==> config.mk <==
export PLATFORM = sky130hd
export DESIGN_NAME = pdc_power_down
export DESIGN_NICKNAME = d
export VERILOG_FILES = /design/src/pdc_pkg.sv /design/src/pdc_power_down.sv
export SDC_FILE = /design/constraint.sdc
export NUM_CORES = 1
export LEC_CHECK = 0
export BUFFER_PORTS_ARGS = -buffer_cell sky130_fd_sc_hd__buf_2
export CORE_MARGIN = 4
export CORE_UTILIZATION = 34
export DETAILED_ROUTE_END_ITERATION = 7
export PLACE_DENSITY = 0.53
export SLEW_MARGIN = 15
export SYNTH_ARGS = -nofsm -noshare
export SYNTH_HDL_FRONTEND = slang
export SYNTH_SLANG_ARGS = --single-unit
==> constraint.sdc <==
create_clock -name clk_sys_i -period 4.85 [get_ports clk_sys_i]
set_input_delay 0.2425 -clock clk_sys_i [delete_from_list [all_inputs] [get_ports clk_sys_i]]
set_output_delay 0.2425 -clock clk_sys_i [all_outputs]
set_load 0.03 [all_outputs]
==> src/pdc_pkg.sv <==
// Package for the power-down controller of one low-power DRAM channel.
// Assumes a 50 MHz core clock; commands arrive already decoded.
package pdc_pkg;

   ////////////////////////////////////////////////////////////////////////////////////////////
   // Clock and interval figures
   localparam int CLK_PERIOD_PS = 20000;           // 50 MHz core clock
   localparam int T_CKELCK_NS   = 5;               // Clock kept after CKE falls
   localparam int T_XP_NS       = 8;               // Power-down exit latency
   localparam int T_XSR_NS      = 188;             // Self-refresh exit interval
   localparam int T_RFCAB_NS    = 180;             // All-bank refresh cycle
   localparam int T_RFCPB_NS    = 90;              // Per-bank refresh cycle
   localparam int T_ZQCKE_NS    = 8;               // ZQ start to CKE low
   localparam int T_ZQCAL_NS    = 1000;            // ZQ calibration run time
   localparam int T_SREFI_NS    = 3904;            // Internal self-refresh period

   // Least times round up to whole cycles, never below one
   function automatic logic [15:0] ns2cyc(input int ns);
      int c;
      c = (ns * 1000 + CLK_PERIOD_PS - 1) / CLK_PERIOD_PS;
      if (c < 1) begin
         c = 1;
      end
      return c[15:0];
   endfunction

   localparam logic [15:0] CKELCK_CYC = ns2cyc(T_CKELCK_NS);
   localparam logic [15:0] XP_CYC     = ns2cyc(T_XP_NS);
   localparam logic [15:0] XSR_CYC    = ns2cyc(T_XSR_NS);
   localparam logic [15:0] RFCAB_CYC  = ns2cyc(T_RFCAB_NS);
   localparam logic [15:0] RFCPB_CYC  = ns2cyc(T_RFCPB_NS);
   localparam logic [15:0] ZQCKE_CYC  = ns2cyc(T_ZQCKE_NS);
   localparam logic [15:0] ZQCAL_CYC  = ns2cyc(T_ZQCAL_NS);
   localparam logic [15:0] SREFI_CYC  = ns2cyc(T_SREFI_NS);

   ////////////////////////////////////////////////////////////////////////////////////////////
   // Mode-register addresses whose writes are refused during self-refresh exit
   localparam logic [5:0] MRA_SR_ABORT  = 6'h04;   // Holds the self-refresh abort bit
   localparam logic [5:0] MRA_PASR_BANK = 6'h10;   // Partial-array bank mask
   localparam logic [5:0] MRA_PASR_SEG  = 6'h11;   // Partial-array segment mask

   // Register map, byte addresses
   localparam logic [3:0] REG_CTRL   = 4'h0;
   localparam logic [3:0] REG_STATUS = 4'h4;
   localparam int CTRL_ODT_LSB = 4;                // Command-bus termination code [6:4]
   localparam int CTRL_ODT_MSB = 6;
   localparam logic [2:0] CTRL_ODT_RST = 3'h0;

   ////////////////////////////////////////////////////////////////////////////////////////////
   // Decoded command kinds
   typedef enum logic [3:0] {
      CMD_NOP = 4'h0, CMD_ACT = 4'h1, CMD_PRE = 4'h2, CMD_PREA = 4'h3,
      CMD_RD  = 4'h4, CMD_WR  = 4'h5, CMD_MRR = 4'h6, CMD_MRW  = 4'h7,
      CMD_MPC = 4'h8, CMD_ZQS = 4'h9, CMD_REFAB = 4'hA, CMD_REFPB = 4'hB,
      CMD_SRE = 4'hC, CMD_SRX = 4'hD
   } pdc_cmd_kind_type;

   typedef struct packed {
      pdc_cmd_kind_type kind;    // Command kind
      logic [2:0]       bank;    // Bank address
      logic             auto_pre; // Auto precharge on read or write
      logic [5:0]       mr_addr; // Mode-register address
   } pdc_cmd_type;

   // Power-down states, Gray along awake -> entry -> down -> exit
   typedef enum logic [1:0] {
      PS_AWAKE = 2'b00, PS_ENTRY = 2'b01, PS_DOWN = 2'b11, PS_EXIT = 2'b10
   } pdc_state_type;

   // Power-down variant fixed at entry
   typedef enum logic [1:0] {
      PD_NONE = 2'h0, PD_IDLE = 2'h1, PD_ACTIVE = 2'h2, PD_SELF = 2'h3
   } pdc_pd_kind_type;

endpackage

==> src/pdc_power_down.sv <==
// Power-down entry/exit and command admission for one DRAM channel.
// Assumes CKE, CS and decoded commands are synchronous to clk_sys_i.
//
// Summary of operation
// MRR, MPC, MRW accepted during self-refresh exit
// MRR, MRW, MPC executed while refresh runs
// CKE low enters, CKE high leaves power-down
// Controller keeps CKE high during busy operations
// Array operations finish; low current afterwards
// Controller holds CS low, clock running
// Receivers off after tCKELCK, inputs ignored
// Controller holds CKE low for tCKE
// No refresh in power-down except self-refresh
// Controller holds CKE high, waits tXP
// Controller keeps clock steady in guarded intervals
// Variant classified at entry: idle, active, self
// Command-bus termination stays on in power-down
// Controller avoids power-down during oscillator run
// Controller spaces read to CKE fall
// Controller spaces write to CKE fall
// Controller spaces auto-precharge write to CKE fall
// Controller waits tCMDCKE after refresh, activate, precharge
// Controller waits tMRWCKEL after mode write
// ZQ calibration continues if CKE fell late
// Controller gives stable clock before CKE rises
// Controller counts intervals in whole cycles
//
// Design decisions made here: the strobed register port and the placing of the registers.
`timescale 1ns/1ps

module pdc_power_down (
   input  wire logic                 clk_sys_i,     // Core clock, 50 MHz
   input  wire logic                 reset_i,       // Synchronous reset, active high
   input  wire logic                 cke_i,         // Clock enable pin
   input  wire logic                 vddq_ok_i,     // I/O supply within range
   input  wire logic                 array_busy_i,  // Row activate/precharge running
   input  wire logic                 cmd_valid_i,   // Decoded command present
   input  wire pdc_pkg::pdc_cmd_type cmd_i,         // Decoded command
   input  wire logic [3:0]           addr_i,        // Register byte address
   input  wire logic [31:0]          wdata_i,       // Register write data
   input  wire logic                 we_i,          // Register write strobe
   input  wire logic                 re_i,          // Register read strobe
   output logic [31:0]               rdata_o,       // Register read data, next cycle
   output logic                      cmd_exec_o,    // Command accepted, one cycle
   output pdc_pkg::pdc_cmd_type      cmd_exec_cmd_o, // Accepted command
   output logic                      cmd_reject_o,  // Command refused, one cycle
   output logic                      rx_enable_o,   // Input receivers and buffers on
   output logic                      power_down_o,  // In power-down
   output logic                      low_power_o,   // Reduced current applies
   output pdc_pkg::pdc_pd_kind_type  pd_kind_o,     // Variant of current power-down
   output logic                      sr_refresh_o,  // Internal refresh pulse
   output logic                      zq_busy_o,     // ZQ calibration running
   output logic                      ca_odt_o       // Command-bus termination on
);

   ////////////////////////////////////////////////////////////////////////////////////////////
   // State

   pdc_pkg::pdc_state_type   state_r, state_nxt;
   pdc_pkg::pdc_pd_kind_type kind_r, kind_nxt;
   logic [15:0] pd_cnt_r, pd_cnt_nxt;      // tCKELCK then tXP
   logic [15:0] xsr_cnt_r, xsr_cnt_nxt;    // Self-refresh exit window
   logic [15:0] rfc_cnt_r, rfc_cnt_nxt;    // Refresh cycle window
   logic [15:0] zq_cnt_r, zq_cnt_nxt;      // Calibration run time
   logic [15:0] zqcke_cnt_r, zqcke_cnt_nxt; // ZQ start to safe CKE fall
   logic [15:0] srefi_cnt_r, srefi_cnt_nxt; // Internal refresh timer
   logic        sr_active_r, sr_active_nxt;
   logic [7:0]  bank_open_r, bank_open_nxt;
   logic [2:0]  odt_code_r, odt_code_nxt;
   logic        exec_r, exec_nxt;
   logic        reject_r, reject_nxt;
   logic        srref_r, srref_nxt;
   pdc_pkg::pdc_cmd_type cmd_r, cmd_nxt;
   logic [31:0] rdata_r, rdata_nxt;

   logic cmd_ok;    // Command admissible in present state
   logic mode_cmd;  // MRR, MRW, MPC or ZQS family

   ////////////////////////////////////////////////////////////////////////////////////////////
   // Command admission

   // Self-refresh exit only lets the mode family through, and not every MRW
   always_comb begin
      mode_cmd = (cmd_i.kind == pdc_pkg::CMD_MRR) || (cmd_i.kind == pdc_pkg::CMD_MRW) ||
                 (cmd_i.kind == pdc_pkg::CMD_MPC) || (cmd_i.kind == pdc_pkg::CMD_ZQS);
      cmd_ok = (state_r == pdc_pkg::PS_AWAKE);
      if (xsr_cnt_r != 16'h0000) begin
         cmd_ok = cmd_ok && mode_cmd;
         if (cmd_i.kind == pdc_pkg::CMD_MRW &&
             (cmd_i.mr_addr == pdc_pkg::MRA_PASR_BANK ||
              cmd_i.mr_addr == pdc_pkg::MRA_PASR_SEG ||
              cmd_i.mr_addr == pdc_pkg::MRA_SR_ABORT)) begin
            cmd_ok = 1'b0;
         end
      end
      // A running refresh blocks nothing in the mode family
      if (rfc_cnt_r != 16'h0000 && !mode_cmd &&
          (cmd_i.kind == pdc_pkg::CMD_REFAB || cmd_i.kind == pdc_pkg::CMD_REFPB)) begin
         cmd_ok = 1'b0;
      end
   end

   ////////////////////////////////////////////////////////////////////////////////////////////
   // Power state, windows and bank tracking

   // CKE is watched every cycle; entry and exit need no command
   always_comb begin
      state_nxt     = state_r;
      kind_nxt      = kind_r;
      pd_cnt_nxt    = (pd_cnt_r != 16'h0000) ? pd_cnt_r - 16'h0001 : 16'h0000;
      xsr_cnt_nxt   = (xsr_cnt_r != 16'h0000) ? xsr_cnt_r - 16'h0001 : 16'h0000;
      rfc_cnt_nxt   = (rfc_cnt_r != 16'h0000) ? rfc_cnt_r - 16'h0001 : 16'h0000;
      zq_cnt_nxt    = (zq_cnt_r != 16'h0000) ? zq_cnt_r - 16'h0001 : 16'h0000;
      zqcke_cnt_nxt = (zqcke_cnt_r != 16'h0000) ? zqcke_cnt_r - 16'h0001 : 16'h0000;
      srefi_cnt_nxt = srefi_cnt_r;
      sr_active_nxt = sr_active_r;
      bank_open_nxt = bank_open_r;
      exec_nxt      = 1'b0;
      reject_nxt    = 1'b0;
      srref_nxt     = 1'b0;
      cmd_nxt       = cmd_r;

      unique case (state_r)
         pdc_pkg::PS_AWAKE: begin
            if (!cke_i) begin
               state_nxt  = pdc_pkg::PS_ENTRY;
               pd_cnt_nxt = pdc_pkg::CKELCK_CYC;
               // Variant is frozen from the state at the moment of entry
               if (sr_active_r) begin
                  kind_nxt = pdc_pkg::PD_SELF;
               end else if (bank_open_r != 8'h00) begin
                  kind_nxt = pdc_pkg::PD_ACTIVE;
               end else begin
                  kind_nxt = pdc_pkg::PD_IDLE;
               end
               // Calibration started too recently is dropped
               if (zqcke_cnt_r != 16'h0000) begin
                  zq_cnt_nxt = 16'h0000;
               end
            end
         end
         pdc_pkg::PS_ENTRY: begin
            if (cke_i) begin
               state_nxt  = pdc_pkg::PS_EXIT;
               pd_cnt_nxt = pdc_pkg::XP_CYC;
            end else if (pd_cnt_r <= 16'h0001) begin
               state_nxt = pdc_pkg::PS_DOWN;
            end
         end
         pdc_pkg::PS_DOWN: begin
            if (cke_i) begin
               state_nxt  = pdc_pkg::PS_EXIT;
               pd_cnt_nxt = pdc_pkg::XP_CYC;
            end
         end
         pdc_pkg::PS_EXIT: begin
            if (!cke_i) begin
               state_nxt  = pdc_pkg::PS_ENTRY;
               pd_cnt_nxt = pdc_pkg::CKELCK_CYC;
            end else if (pd_cnt_r <= 16'h0001) begin
               state_nxt = pdc_pkg::PS_AWAKE;
               kind_nxt  = pdc_pkg::PD_NONE;
            end
         end
      endcase

      // Internal refresh only runs with self refresh active
      if (sr_active_r) begin
         if (srefi_cnt_r <= 16'h0001) begin
            srefi_cnt_nxt = pdc_pkg::SREFI_CYC;
            srref_nxt     = 1'b1;
         end else begin
            srefi_cnt_nxt = srefi_cnt_r - 16'h0001;
         end
      end else begin
         srefi_cnt_nxt = pdc_pkg::SREFI_CYC;
      end

      // Commands on an awake, admissible bus
      if (cmd_valid_i && cmd_i.kind != pdc_pkg::CMD_NOP) begin
         if (cmd_ok) begin
            exec_nxt = 1'b1;
            cmd_nxt  = cmd_i;
            unique case (cmd_i.kind)
               pdc_pkg::CMD_ACT:   bank_open_nxt[cmd_i.bank] = 1'b1;
               pdc_pkg::CMD_PRE:   bank_open_nxt[cmd_i.bank] = 1'b0;
               pdc_pkg::CMD_PREA:  bank_open_nxt = 8'h00;
               pdc_pkg::CMD_RD, pdc_pkg::CMD_WR: begin
                  if (cmd_i.auto_pre) begin
                     bank_open_nxt[cmd_i.bank] = 1'b0;
                  end
               end
               pdc_pkg::CMD_REFAB: rfc_cnt_nxt = pdc_pkg::RFCAB_CYC;
               pdc_pkg::CMD_REFPB: rfc_cnt_nxt = pdc_pkg::RFCPB_CYC;
               pdc_pkg::CMD_ZQS: begin
                  zq_cnt_nxt    = pdc_pkg::ZQCAL_CYC;
                  zqcke_cnt_nxt = pdc_pkg::ZQCKE_CYC;
               end
               pdc_pkg::CMD_SRE:   sr_active_nxt = 1'b1;
               pdc_pkg::CMD_SRX: begin
                  sr_active_nxt = 1'b0;
                  xsr_cnt_nxt   = pdc_pkg::XSR_CYC;
               end
               default: ;
            endcase
         end else begin
            reject_nxt = 1'b1;
         end
      end
   end

   // Register the power state group
   always_ff @(posedge clk_sys_i) begin
      if (reset_i) begin
         state_r     <= pdc_pkg::PS_AWAKE;
         kind_r      <= pdc_pkg::PD_NONE;
         pd_cnt_r    <= 16'h0000;
         xsr_cnt_r   <= 16'h0000;
         rfc_cnt_r   <= 16'h0000;
         zq_cnt_r    <= 16'h0000;
         zqcke_cnt_r <= 16'h0000;
         srefi_cnt_r <= 16'h0000;
         sr_active_r <= 1'b0;
         bank_open_r <= 8'h00;
         exec_r      <= 1'b0;
         reject_r    <= 1'b0;
         srref_r     <= 1'b0;
         cmd_r       <= '0;
      end else begin
         state_r     <= state_nxt;
         kind_r      <= kind_nxt;
         pd_cnt_r    <= pd_cnt_nxt;
         xsr_cnt_r   <= xsr_cnt_nxt;
         rfc_cnt_r   <= rfc_cnt_nxt;
         zq_cnt_r    <= zq_cnt_nxt;
         zqcke_cnt_r <= zqcke_cnt_nxt;
         srefi_cnt_r <= srefi_cnt_nxt;
         sr_active_r <= sr_active_nxt;
         bank_open_r <= bank_open_nxt;
         exec_r      <= exec_nxt;
         reject_r    <= reject_nxt;
         srref_r     <= srref_nxt;
         cmd_r       <= cmd_nxt;
      end
   end

   ////////////////////////////////////////////////////////////////////////////////////////////
   // Register port

   // Unmapped addresses read zero and ignore writes
   always_comb begin
      odt_code_nxt = odt_code_r;
      rdata_nxt    = 32'h0000_0000;
      if (we_i && addr_i == pdc_pkg::REG_CTRL) begin
         odt_code_nxt = wdata_i[pdc_pkg::CTRL_ODT_MSB:pdc_pkg::CTRL_ODT_LSB];
      end
      if (re_i) begin
         unique case (addr_i)
            pdc_pkg::REG_CTRL:
               rdata_nxt[pdc_pkg::CTRL_ODT_MSB:pdc_pkg::CTRL_ODT_LSB] = odt_code_r;
            pdc_pkg::REG_STATUS:
               rdata_nxt = {12'h000, bank_open_r, 3'h0, zq_busy_o, rfc_cnt_r != 16'h0000,
                            xsr_cnt_r != 16'h0000, sr_active_r, rx_enable_o, kind_r, state_r};
            default: rdata_nxt = 32'h0000_0000;
         endcase
      end
   end

   // Register the port group
   always_ff @(posedge clk_sys_i) begin
      if (reset_i) begin
         odt_code_r <= pdc_pkg::CTRL_ODT_RST;
         rdata_r    <= 32'h0000_0000;
      end else begin
         odt_code_r <= odt_code_nxt;
         rdata_r    <= rdata_nxt;
      end
   end

   ////////////////////////////////////////////////////////////////////////////////////////////
   // Outputs

   // Receivers stay on through tCKELCK so late CS samples are still seen
   assign rx_enable_o    = (state_r != pdc_pkg::PS_DOWN);
   assign power_down_o   = (state_r != pdc_pkg::PS_AWAKE);
   // Reduced current waits for in-flight array work to finish
   assign low_power_o    = (state_r == pdc_pkg::PS_DOWN) && !array_busy_i &&
                           (rfc_cnt_r == 16'h0000);
   assign pd_kind_o      = kind_r;
   assign sr_refresh_o   = srref_r;
   assign zq_busy_o      = (zq_cnt_r != 16'h0000);
   // Termination ignores power state; only a nonzero code and the I/O supply gate it
   assign ca_odt_o       = (odt_code_r != 3'h0) && vddq_ok_i;
   assign cmd_exec_o     = exec_r;
   assign cmd_exec_cmd_o = cmd_r;
   assign cmd_reject_o   = reject_r;
   assign rdata_o        = rdata_r;

endmodule // pdc_power_down

# ---- After elaboration in Yosys (flattened, before gate mapping)
# Index checks and enable logic that the tools add are counted.
dict set report totals {
  register_bits 161
  latchBits 0
  ram_bits 0
  romBits 0
  in_bits 58
  output_inout_bits 56
  n_memories 0
}
dict set report op_classes {
  add_sub_neg 6
  multipliers 0
  div_mod_pow 0
  n_lt_le_gt_ge 4
  n_eq_ne 28
  n_shift 0
  mux 49
  bitwise 7
  reduce_logical 46
}
# op n
set op_table {}
lappend op_table {{two-way mux 16 bit} 21}
lappend op_table {{subtractor 16 x 1 -> 16 bit (second input constant)} 6}
lappend op_table {{nonzero test 16 bit} 5}
lappend op_table {{one-hot mux 16 bit (2 select lines)} 2}
lappend op_table {{<= comparator 16 x 1 -> 1 bit (second input constant)} 2}
lappend op_table {{one-hot mux 8 bit (4 select lines)} 1}
lappend op_table {{equality test 4 bit (second input constant)} 6}
lappend op_table {{two-way mux 8 bit} 3}
lappend op_table {{equality test 4 x 3 -> 1 bit (second input constant)} 5}
lappend op_table {{two-way mux 2 bit} 10}
lappend op_table {{zero test 16 bit} 1}
lappend op_table {{equality test 6 x 5 -> 1 bit (second input constant)} 2}
lappend op_table {{inequality test 2 bit (second input constant)} 6}
lappend op_table {{AND reduction 4 bit} 3}
lappend op_table {{OR reduction 2 bit} 6}
lappend op_table {{logical AND 1 bit} 10}
lappend op_table {{bitwise AND 8 bit} 1}
lappend op_table {{equality test 4 x 2 -> 1 bit (second input constant)} 2}
lappend op_table {{inverter 8 bit} 1}
lappend op_table {{bitwise OR 8 bit} 1}
lappend op_table {{one-hot mux 2 bit (4 select lines)} 1}
lappend op_table {{nonzero test 4 bit} 2}
lappend op_table {{nonzero test 8 bit} 1}
lappend op_table {{two-way mux 1 bit} 7}
lappend op_table {{21 further kinds} 35}

# ---- Logic depth before layout (Yosys ltp)
# Gate-level depths: netlist (run 1).
dict set report logic_depth {
  ltp_word 10
  depth_mapped 9
  depth_no_buf 8
}

# ---- Least setup slack after synthesis (run 1)
# Ideal clock, no wire load.
dict set report synth_path {
  kind {register to output}
  startpoint {register rfc_cnt_r[0]}
  endpoint {output low_power_o}
  arrival_ns 2.353
  t_required_ns 4.608
  setup_slack_ns 2.255
  path_stages_with_launch 6
  n_path_buf 0
  path_cell_list {dfxtp_1 inv_1 ha_1 or4b_2 nand2b_1 nor4_1}
}
dict set report synth_between {
  elab_chain_cells 2
}
# item line
set synth_rtl {}
lappend synth_rtl {{start: declaration} pdc_power_down.sv:63} ;# logic [15:0] rfc_cnt_r, rfc_cnt_nxt;
lappend synth_rtl {{start signal: assignment} pdc_power_down.sv:234} ;# rfc_cnt_r <= rfc_cnt_nxt;
lappend synth_rtl {{zero test 16 bit} pdc_power_down.sv:288} ;# (rfc_cnt_r == 16'h0000);
lappend synth_rtl {{logical AND 1 bit} pdc_power_down.sv:287} ;# assign low_power_o = (state_r == pdc_pkg::PS_DOWN) && !array_busy_i &&
lappend synth_rtl {{end: declaration} pdc_power_down.sv:49} ;# output logic low_power_o,
# Every way passes these cells.

# ---- Worst setup path in the final report (run 1)
dict set report layout_path {
  startpoint {register rfc_cnt_r[0]}
  endpoint {register cmd_r, in the netlist cmd_exec_cmd_o[0]}
}
dict set report layout_between {
  elab_chain_cells 5
}
# item line
set layout_rtl {}
lappend layout_rtl {{nonzero test 16 bit} pdc_power_down.sv:97} ;# if (rfc_cnt_r != 16'h0000 && !mode_cmd &&
lappend layout_rtl {{logical AND 1 bit (2 in series)} pdc_power_down.sv:97}
lappend layout_rtl {{two-way mux 1 bit} pdc_power_down.sv:97}
lappend layout_rtl {{AND reduction 2 bit (no source line)} n/a}
lappend layout_rtl {{end signal: assignment} pdc_power_down.sv:243} ;# cmd_r <= cmd_nxt;
lappend layout_rtl {{end: declaration} pdc_power_down.sv:73} ;# pdc_pkg::pdc_cmd_type cmd_r, cmd_nxt;
# Every way passes these cells.
# A chain may end at the register's enable or synchronous reset.

==> results of run 1 <==
-- metrics by stage --
step | cell area, sq um | util [%] | total power [mW] | worst slack (ns) | hold WS, ns
6_report | 7510 | 41.1 | 4.94 | 1.83 | 0.0626
5_1_grt | 7510 | 41.1 | 5.32 | 1.61 | 0.0543
4_1_cts | 7510 | 41.1 | 5.01 | 1.76 | 0.0446
3_5_place_dp | 6890 | 37.7 | 3.60 | 1.78 | 0.456
3_3_place_gp | 6890 | 37.7 | 3.60 | 1.78 | 0.453
2_1_floorplan | 6460 | - | 3.25 | 2.25 | 0.337
-- cell type report --
type                    instances  area [sq um]  area share [%]
repair buffers                 74           383            5.10
clock buffers                  21           460            6.13
flip-flops and latches        146          2920            38.9
well taps                     229           287            3.82
inverters                      16          60.1           0.800
multi-input cells             521          3240            43.1
clock inverters                10           158            2.10
-- power groups by stage --
stage,Sequential [mW],Combinational [mW],Clock [mW]
finish,1.73,1.84,1.37
detailed placement,1.75,1.85,0
CTS,1.73,1.87,1.41
global placement,1.75,1.85,0
floorplan,1.73,1.52,0
global route,1.77,2.10,1.46
-- synthesized netlist by cell type, drive strengths merged (3+ instances only) --
cell type    n
a21oi       22
and2        12
buf         26
clkbuf      18
dfxtp      146
ha          11
inv         16
mux2i       20
nand2       19
nand2b      44
nand3        8
nand3b       6
nor2       127
nor2b        9
nor3        30
nor3b        3
nor4        23
o211ai       4
o21ai       18
o22ai        7
o31ai        8
o41ai        4
or2          4
or3         15
or4         12
or4b         3
xnor2       59
xor2        14
-- kinds of logic (layout without fill, tap and decap cells) --
group / Yosys count / count (layout) / synth area share (%)
and+or+nand+nor: 323 / 323 / 26.3
DFF: 146 / 146 / 45.6
AOI/OAI and AO/OA: 78 / 78 / 7.95
xor gates and xnor gates: 73 / 73 / 9.98
buffers and inverters: 60 / 121 / 4.65
muxes: 21 / 21 / 3.30
adders and majority gates: 11 / 11 / 2.15
other: 1 / 15 / 0.0585
-- final timing paths --
path,startpoint,to,slack (ns)
setup / recovery,rfc_cnt_r[0]$_SDFF_PP0_,cmd_exec_cmd_o[0]$_SDFFE_PP0P_,1.83
hold reg to reg,pd_cnt_r[7]$_SDFF_PP0_,pd_cnt_r[7]$_SDFF_PP0_,0.46
hold / removal,wdata_i[4],odt_code_r[0]$_SDFFE_PP0P_,0.06
setup reg to reg,rfc_cnt_r[0]$_SDFF_PP0_,cmd_exec_cmd_o[0]$_SDFFE_PP0P_,1.83
-- layer usage --
layer  up-vias  GRT usage [%]  share of wire, %
li1       2528              -                 -
met1      2171           17.6                50
met2        79           20.9                45
met3        14           3.77               3.6
met4         2           4.56               1.2
met5         -              0             0.096
-- sequential cells by signal, summed over array words and instances, names as in the netlist, 3 cells and up --
| name | count |
|---|---|
| rdata_o | 17 |
| zqcke_cnt_r | 16 |
| cmd_exec_cmd_o | 14 |
| bank_open_r | 8 |
| odt_code_r | 3 |
| xsr_cnt_r | 16 |
| rfc_cnt_r | 16 |
| srefi_cnt_r | 16 |
| zq_cnt_r | 16 |
| pd_cnt_r | 16 |
-- worst max-delay path: stages (launching register included) --
cell      delay (ns)
dfxtp_1         0.33
inv_1           0.06
ha_1            0.19
or4b_2          0.65
nand2b_1        0.26
nor2_1          0.36
nor2_1          0.14
nor3_2          0.44
buf_4           0.32
mux2i_1         0.20
==> results.cfg, run 1 <==
[timing]
post-route-period-util_pct = 62.3
rsz0062_at_grt = no
fin_skew_ns = 0.0131
max_freq_mhz = 331
setup_violations = 0
max-slew-margin-rel_pct = 47.8
worst_slew_pin_slew_ns = 0.772
hold_viol = 0
finalCriticalPeriod_ns = 3.02
tns_ns = 0
drv_slew = 0

[cts]
cts_tree = yes
clk_path_buf_depth = 2
cts_setup_buffers = 0
clkLatencyLatePin_ns = 0.42
cts.repair.resized = 0
cts_hold_buf = 0
clk_pin_slew_ns = 0.06
cts_sinks = 146
cts_max_level = 4
cts-root-buf = clkbuf_16
cts_buffers = 17

[layout]
nFillCells = 1862
drive_gt1_share_pct = 15.1
layout_commonest_cell = dfxtp_1
antennaDiodeCount = 0
final_cell_mix = dfxtp_1 (146), nor2_1 (126), buf_2 (69), xnor2_1 (59), nand2b_1 (44)
finish.net_count = 845
area_growth_pct = 17.2
final_cells = 1017

[global_routing]
grt_usage_pct = 13.3
grt_pass1_wl_um = 23200
grt_overflow = 0
grt_max_degree = 65
antenna_found_initial = 1
grt_pass1_vias = 4696

[pwr]
ir_worst_vdd_mv = 0.253
switching_share_pct = 35.1
power_frac_seq_pct = 35.0
clockPowerShare_pct = 27.8
powerDensity_mw_per_mm2 = 658
combPwrFrac_pct = 37.2
p_switching_mw = 1.73
leakagePower_nw = 3.00
power.internal_mw = 3.20

[synthesis]
syn_inst = 713
ys.flop_type = dfxtp_1
ys_types = 56
ys_ff_latch = 146
ys_seq_area_share_pct = 45.6
ys.warnings.count = 0
synth_top_area_share_pct = 45.6
synthTopCellsByArea = dfxtp_1 (46%), xnor2_1 (8.1%), nor2_1 (7.4%)
synth.cell_area_sq_mm = 0.00640
synthArstFlopShare_pct = 0
synth_edf_count = 0
avgSynthCellArea_sq_um = 8.98
synth_top_area_cell = dfxtp_1

[drt]
ant_nets = 0
wl_per_cell_um = 13.3
wl_um = 13500
drtIter0Drc = 206
route.detailed.drc = 0
vias = 4794
detailedRoute.firstPassIterationCount = 4
via_per_inst = 4.71

[run]
maxCapViolCount = 0

[die]
core_area_sq_mm = 0.0183
die_h_um = 145
start_util_pct = 35.1
die_w_um = 145
rows = 49
pin_count = 114
die_area_sq_mm = 0.0211

[placement]
place_inst = 986
port_buffers = 69
hpwl_um = 9630
place_congestion = 0.740

[critical_path]
cp.required_ns = 5.19
arrival_ns = 3.36
start_kind = flip-flop
path_class = flip-flop to flip-flop
cp_max_fo = 10
worst_setup_path_end_kind = flip-flop
r2r_cells = 9

[run_status]
status = finished, final reports clean

[hold_path]
min_path_type = input pin to flip-flop
hold_depth = 3
Note: power is estimated with default switching activity, not from simulation.
==> run 2: changes to the inputs <==
clock period = 2.8 ns   (was 4.85 ns; I/O delays follow)
==> run 2 against run 1 <==
Against the previous run: final area grew 2.4%; sequential share of layout area decreased by 0.91 points; combinational power rose by 83%; non-clock buffer count rose by 19; power is 74% higher; final cell count is 2.0% higher.
==> results.cfg, run 2 (synthesis results as in run 1) <==
[run_status]
status = finished, final reports clean

[layout]
largest_reg_flops = 17
drive_gt1_share_pct = 16.1
finish.net_count = 864
area_growth_pct = 20.0
final_cells = 1037
final_cell_mix = dfxtp_1 (146), nor2_1 (126), buf_2 (68), xnor2_1 (59), nand2b_1 (44)
layout_commonest_cell = dfxtp_1
antennaDiodeCount = 0

[drt]
wl_per_cell_um = 13.1
route.detailed.drc = 0
via_per_inst = 4.70
detailedRoute.firstPassIterationCount = 4
drtIter0Drc = 304
vias = 4878
wl_um = 13600
ant_nets = 0

[cts]
cts_max_level = 4
cts_setup_buffers = 0
clk_path_buf_depth = 2
cts_tree = yes
clkLatencyLatePin_ns = 0.42
cts_sinks = 146
cts_buffers = 17
clk_pin_slew_ns = 0.06
cts-root-buf = clkbuf_16

[placement]
place_congestion = 0.763
post-place-ws_ns = 0.237
hpwl_um = 9590
port_buffers = 69
place_inst = 993

[critical_path]
cp.required_ns = 2.66
cp_cell_sequence = or4_1 -> or4_1 -> nor4_4 -> buf_4 -> inv_1 -> buf_2
start_kind = flip-flop
slowest_delay_ns = 0.57
cp_common_cell = or4_1
cp_max_fo = 4
arrival_ns = 2.51
worst_setup_path_end_kind = output pin
slowest_stage = or4_1
path_class = flip-flop to output pin

[pwr]
ir_worst_vdd_mv = 0.458
powerDensity_mw_per_mm2 = 1120
leakagePower_nw = 3.07

[global_routing]
grt_usage_pct = 13.2
grt_pass1_vias = 4655
grt_pass1_wl_um = 23200
antenna_found_initial = 0
grt_overflow = 0
grt_max_degree = 44

[timing]
hold_viol = 0
holdWs_ns = 0.0834
worst_slew_pin_slew_ns = 0.656
fin_skew_ns = 0.00935
tns_ns = 0
setup_violations = 0
finalCriticalPeriod_ns = 2.65
drv_slew = 0
setup_ws_ns = 0.152
post-route-period-util_pct = 94.6
max_freq_mhz = 378
rsz0062_at_grt = no
max-slew-margin-rel_pct = 56.1

[die]
die_area_sq_mm = 0.0211
die_h_um = 145
core_area_sq_mm = 0.0183
start_util_pct = 35.1
pin_count = 114
die_w_um = 145
rows = 49

[run]
maxCapViolCount = 0

[hold_path]
min_path_type = input pin to flip-flop
-- run 2: cell types whose count changed in the layout (fill, tap and decap cells not counted), sizes merged --
cell	change
inv	+1
buf	+7
bufinv	-2
dlygate4sd3	+12
clkinv	+3
clkbuf	-1
-- run 2: repair_timing --
item	in CTS	in global routing
hold endpoints to repair	12	0
pin swaps	0	1
endpoints found under the setup margin	1	2
gates resized for setup	2	2
hold buffers	12	0
-- run 2: area by class of cell --
| cell class | count | area [sq um] |
|---|---|---|
| Clock buffer | 20 | 457 |
| Fill cell | 1820 | 10600 |
| Multi-Input combinational cell | 521 | 3260 |
| Clock inverter | 12 | 133 |
| Tap cell | 229 | 287 |
| Timing Repair Buffer | 93 | 571 |
| Inverter | 16 | 60.1 |
| Sequential cell | 146 | 2920 |
-- run 2: metal layers --
layer	vias to the layer above	wire length [um]	share of wire, %	track usage (%)
li1	2565	-	-	-
met1	2223	6630	49	17.1
met2	79	6300	46	21.3
met3	11	573	4.2	3.93
met4	0	123	0.90	4.27
met5	-	0	0	0
-- run 2: critical path, delay by kind of cell (launching register included) --
family | cells | cell delay (ns)
simple gates | 3 | 1.35
buf+inv | 3 | 0.40
flops | 1 | 0.34
-- run 2: worst paths after layout --
| path | from | endpoint | slack (ns) | cells past startpoint |
|---|---|---|---|---|
| min reg2reg | pd_cnt_r[7]$_SDFF_PP0_ | pd_cnt_r[7]$_SDFF_PP0_ | 0.47 | 2 |
| max | zq_cnt_r[8]$_SDFF_PP0_ | zq_busy_o | 0.15 | 6 |
| max reg2reg | xsr_cnt_r[10]$_SDFF_PP0_ | bank_open_r[2]$_SDFFE_PP0P_ | 0.25 | 6 |
| min | cmd_i[9] | bank_open_r[2]$_SDFFE_PP0P_ | 0.08 | 2 |
-- run 2: stage by stage --
step	instance area [sq um]	power, mW	util (%)
floorplan	6460	5.63	-
global placement	6950	6.33	38.1
detailed placement	6950	6.33	38.1
CTS	7680	8.68	42.0
global route	7690	9.25	42.1
finish	7690	8.59	42.1
-- run 2: power breakdown --
part	switching [mW]	total (mW)	internal [mW]
sequential	0.418	2.99	2.57
combinational	1.80	3.36	1.56
clock	0.882	2.24	1.36
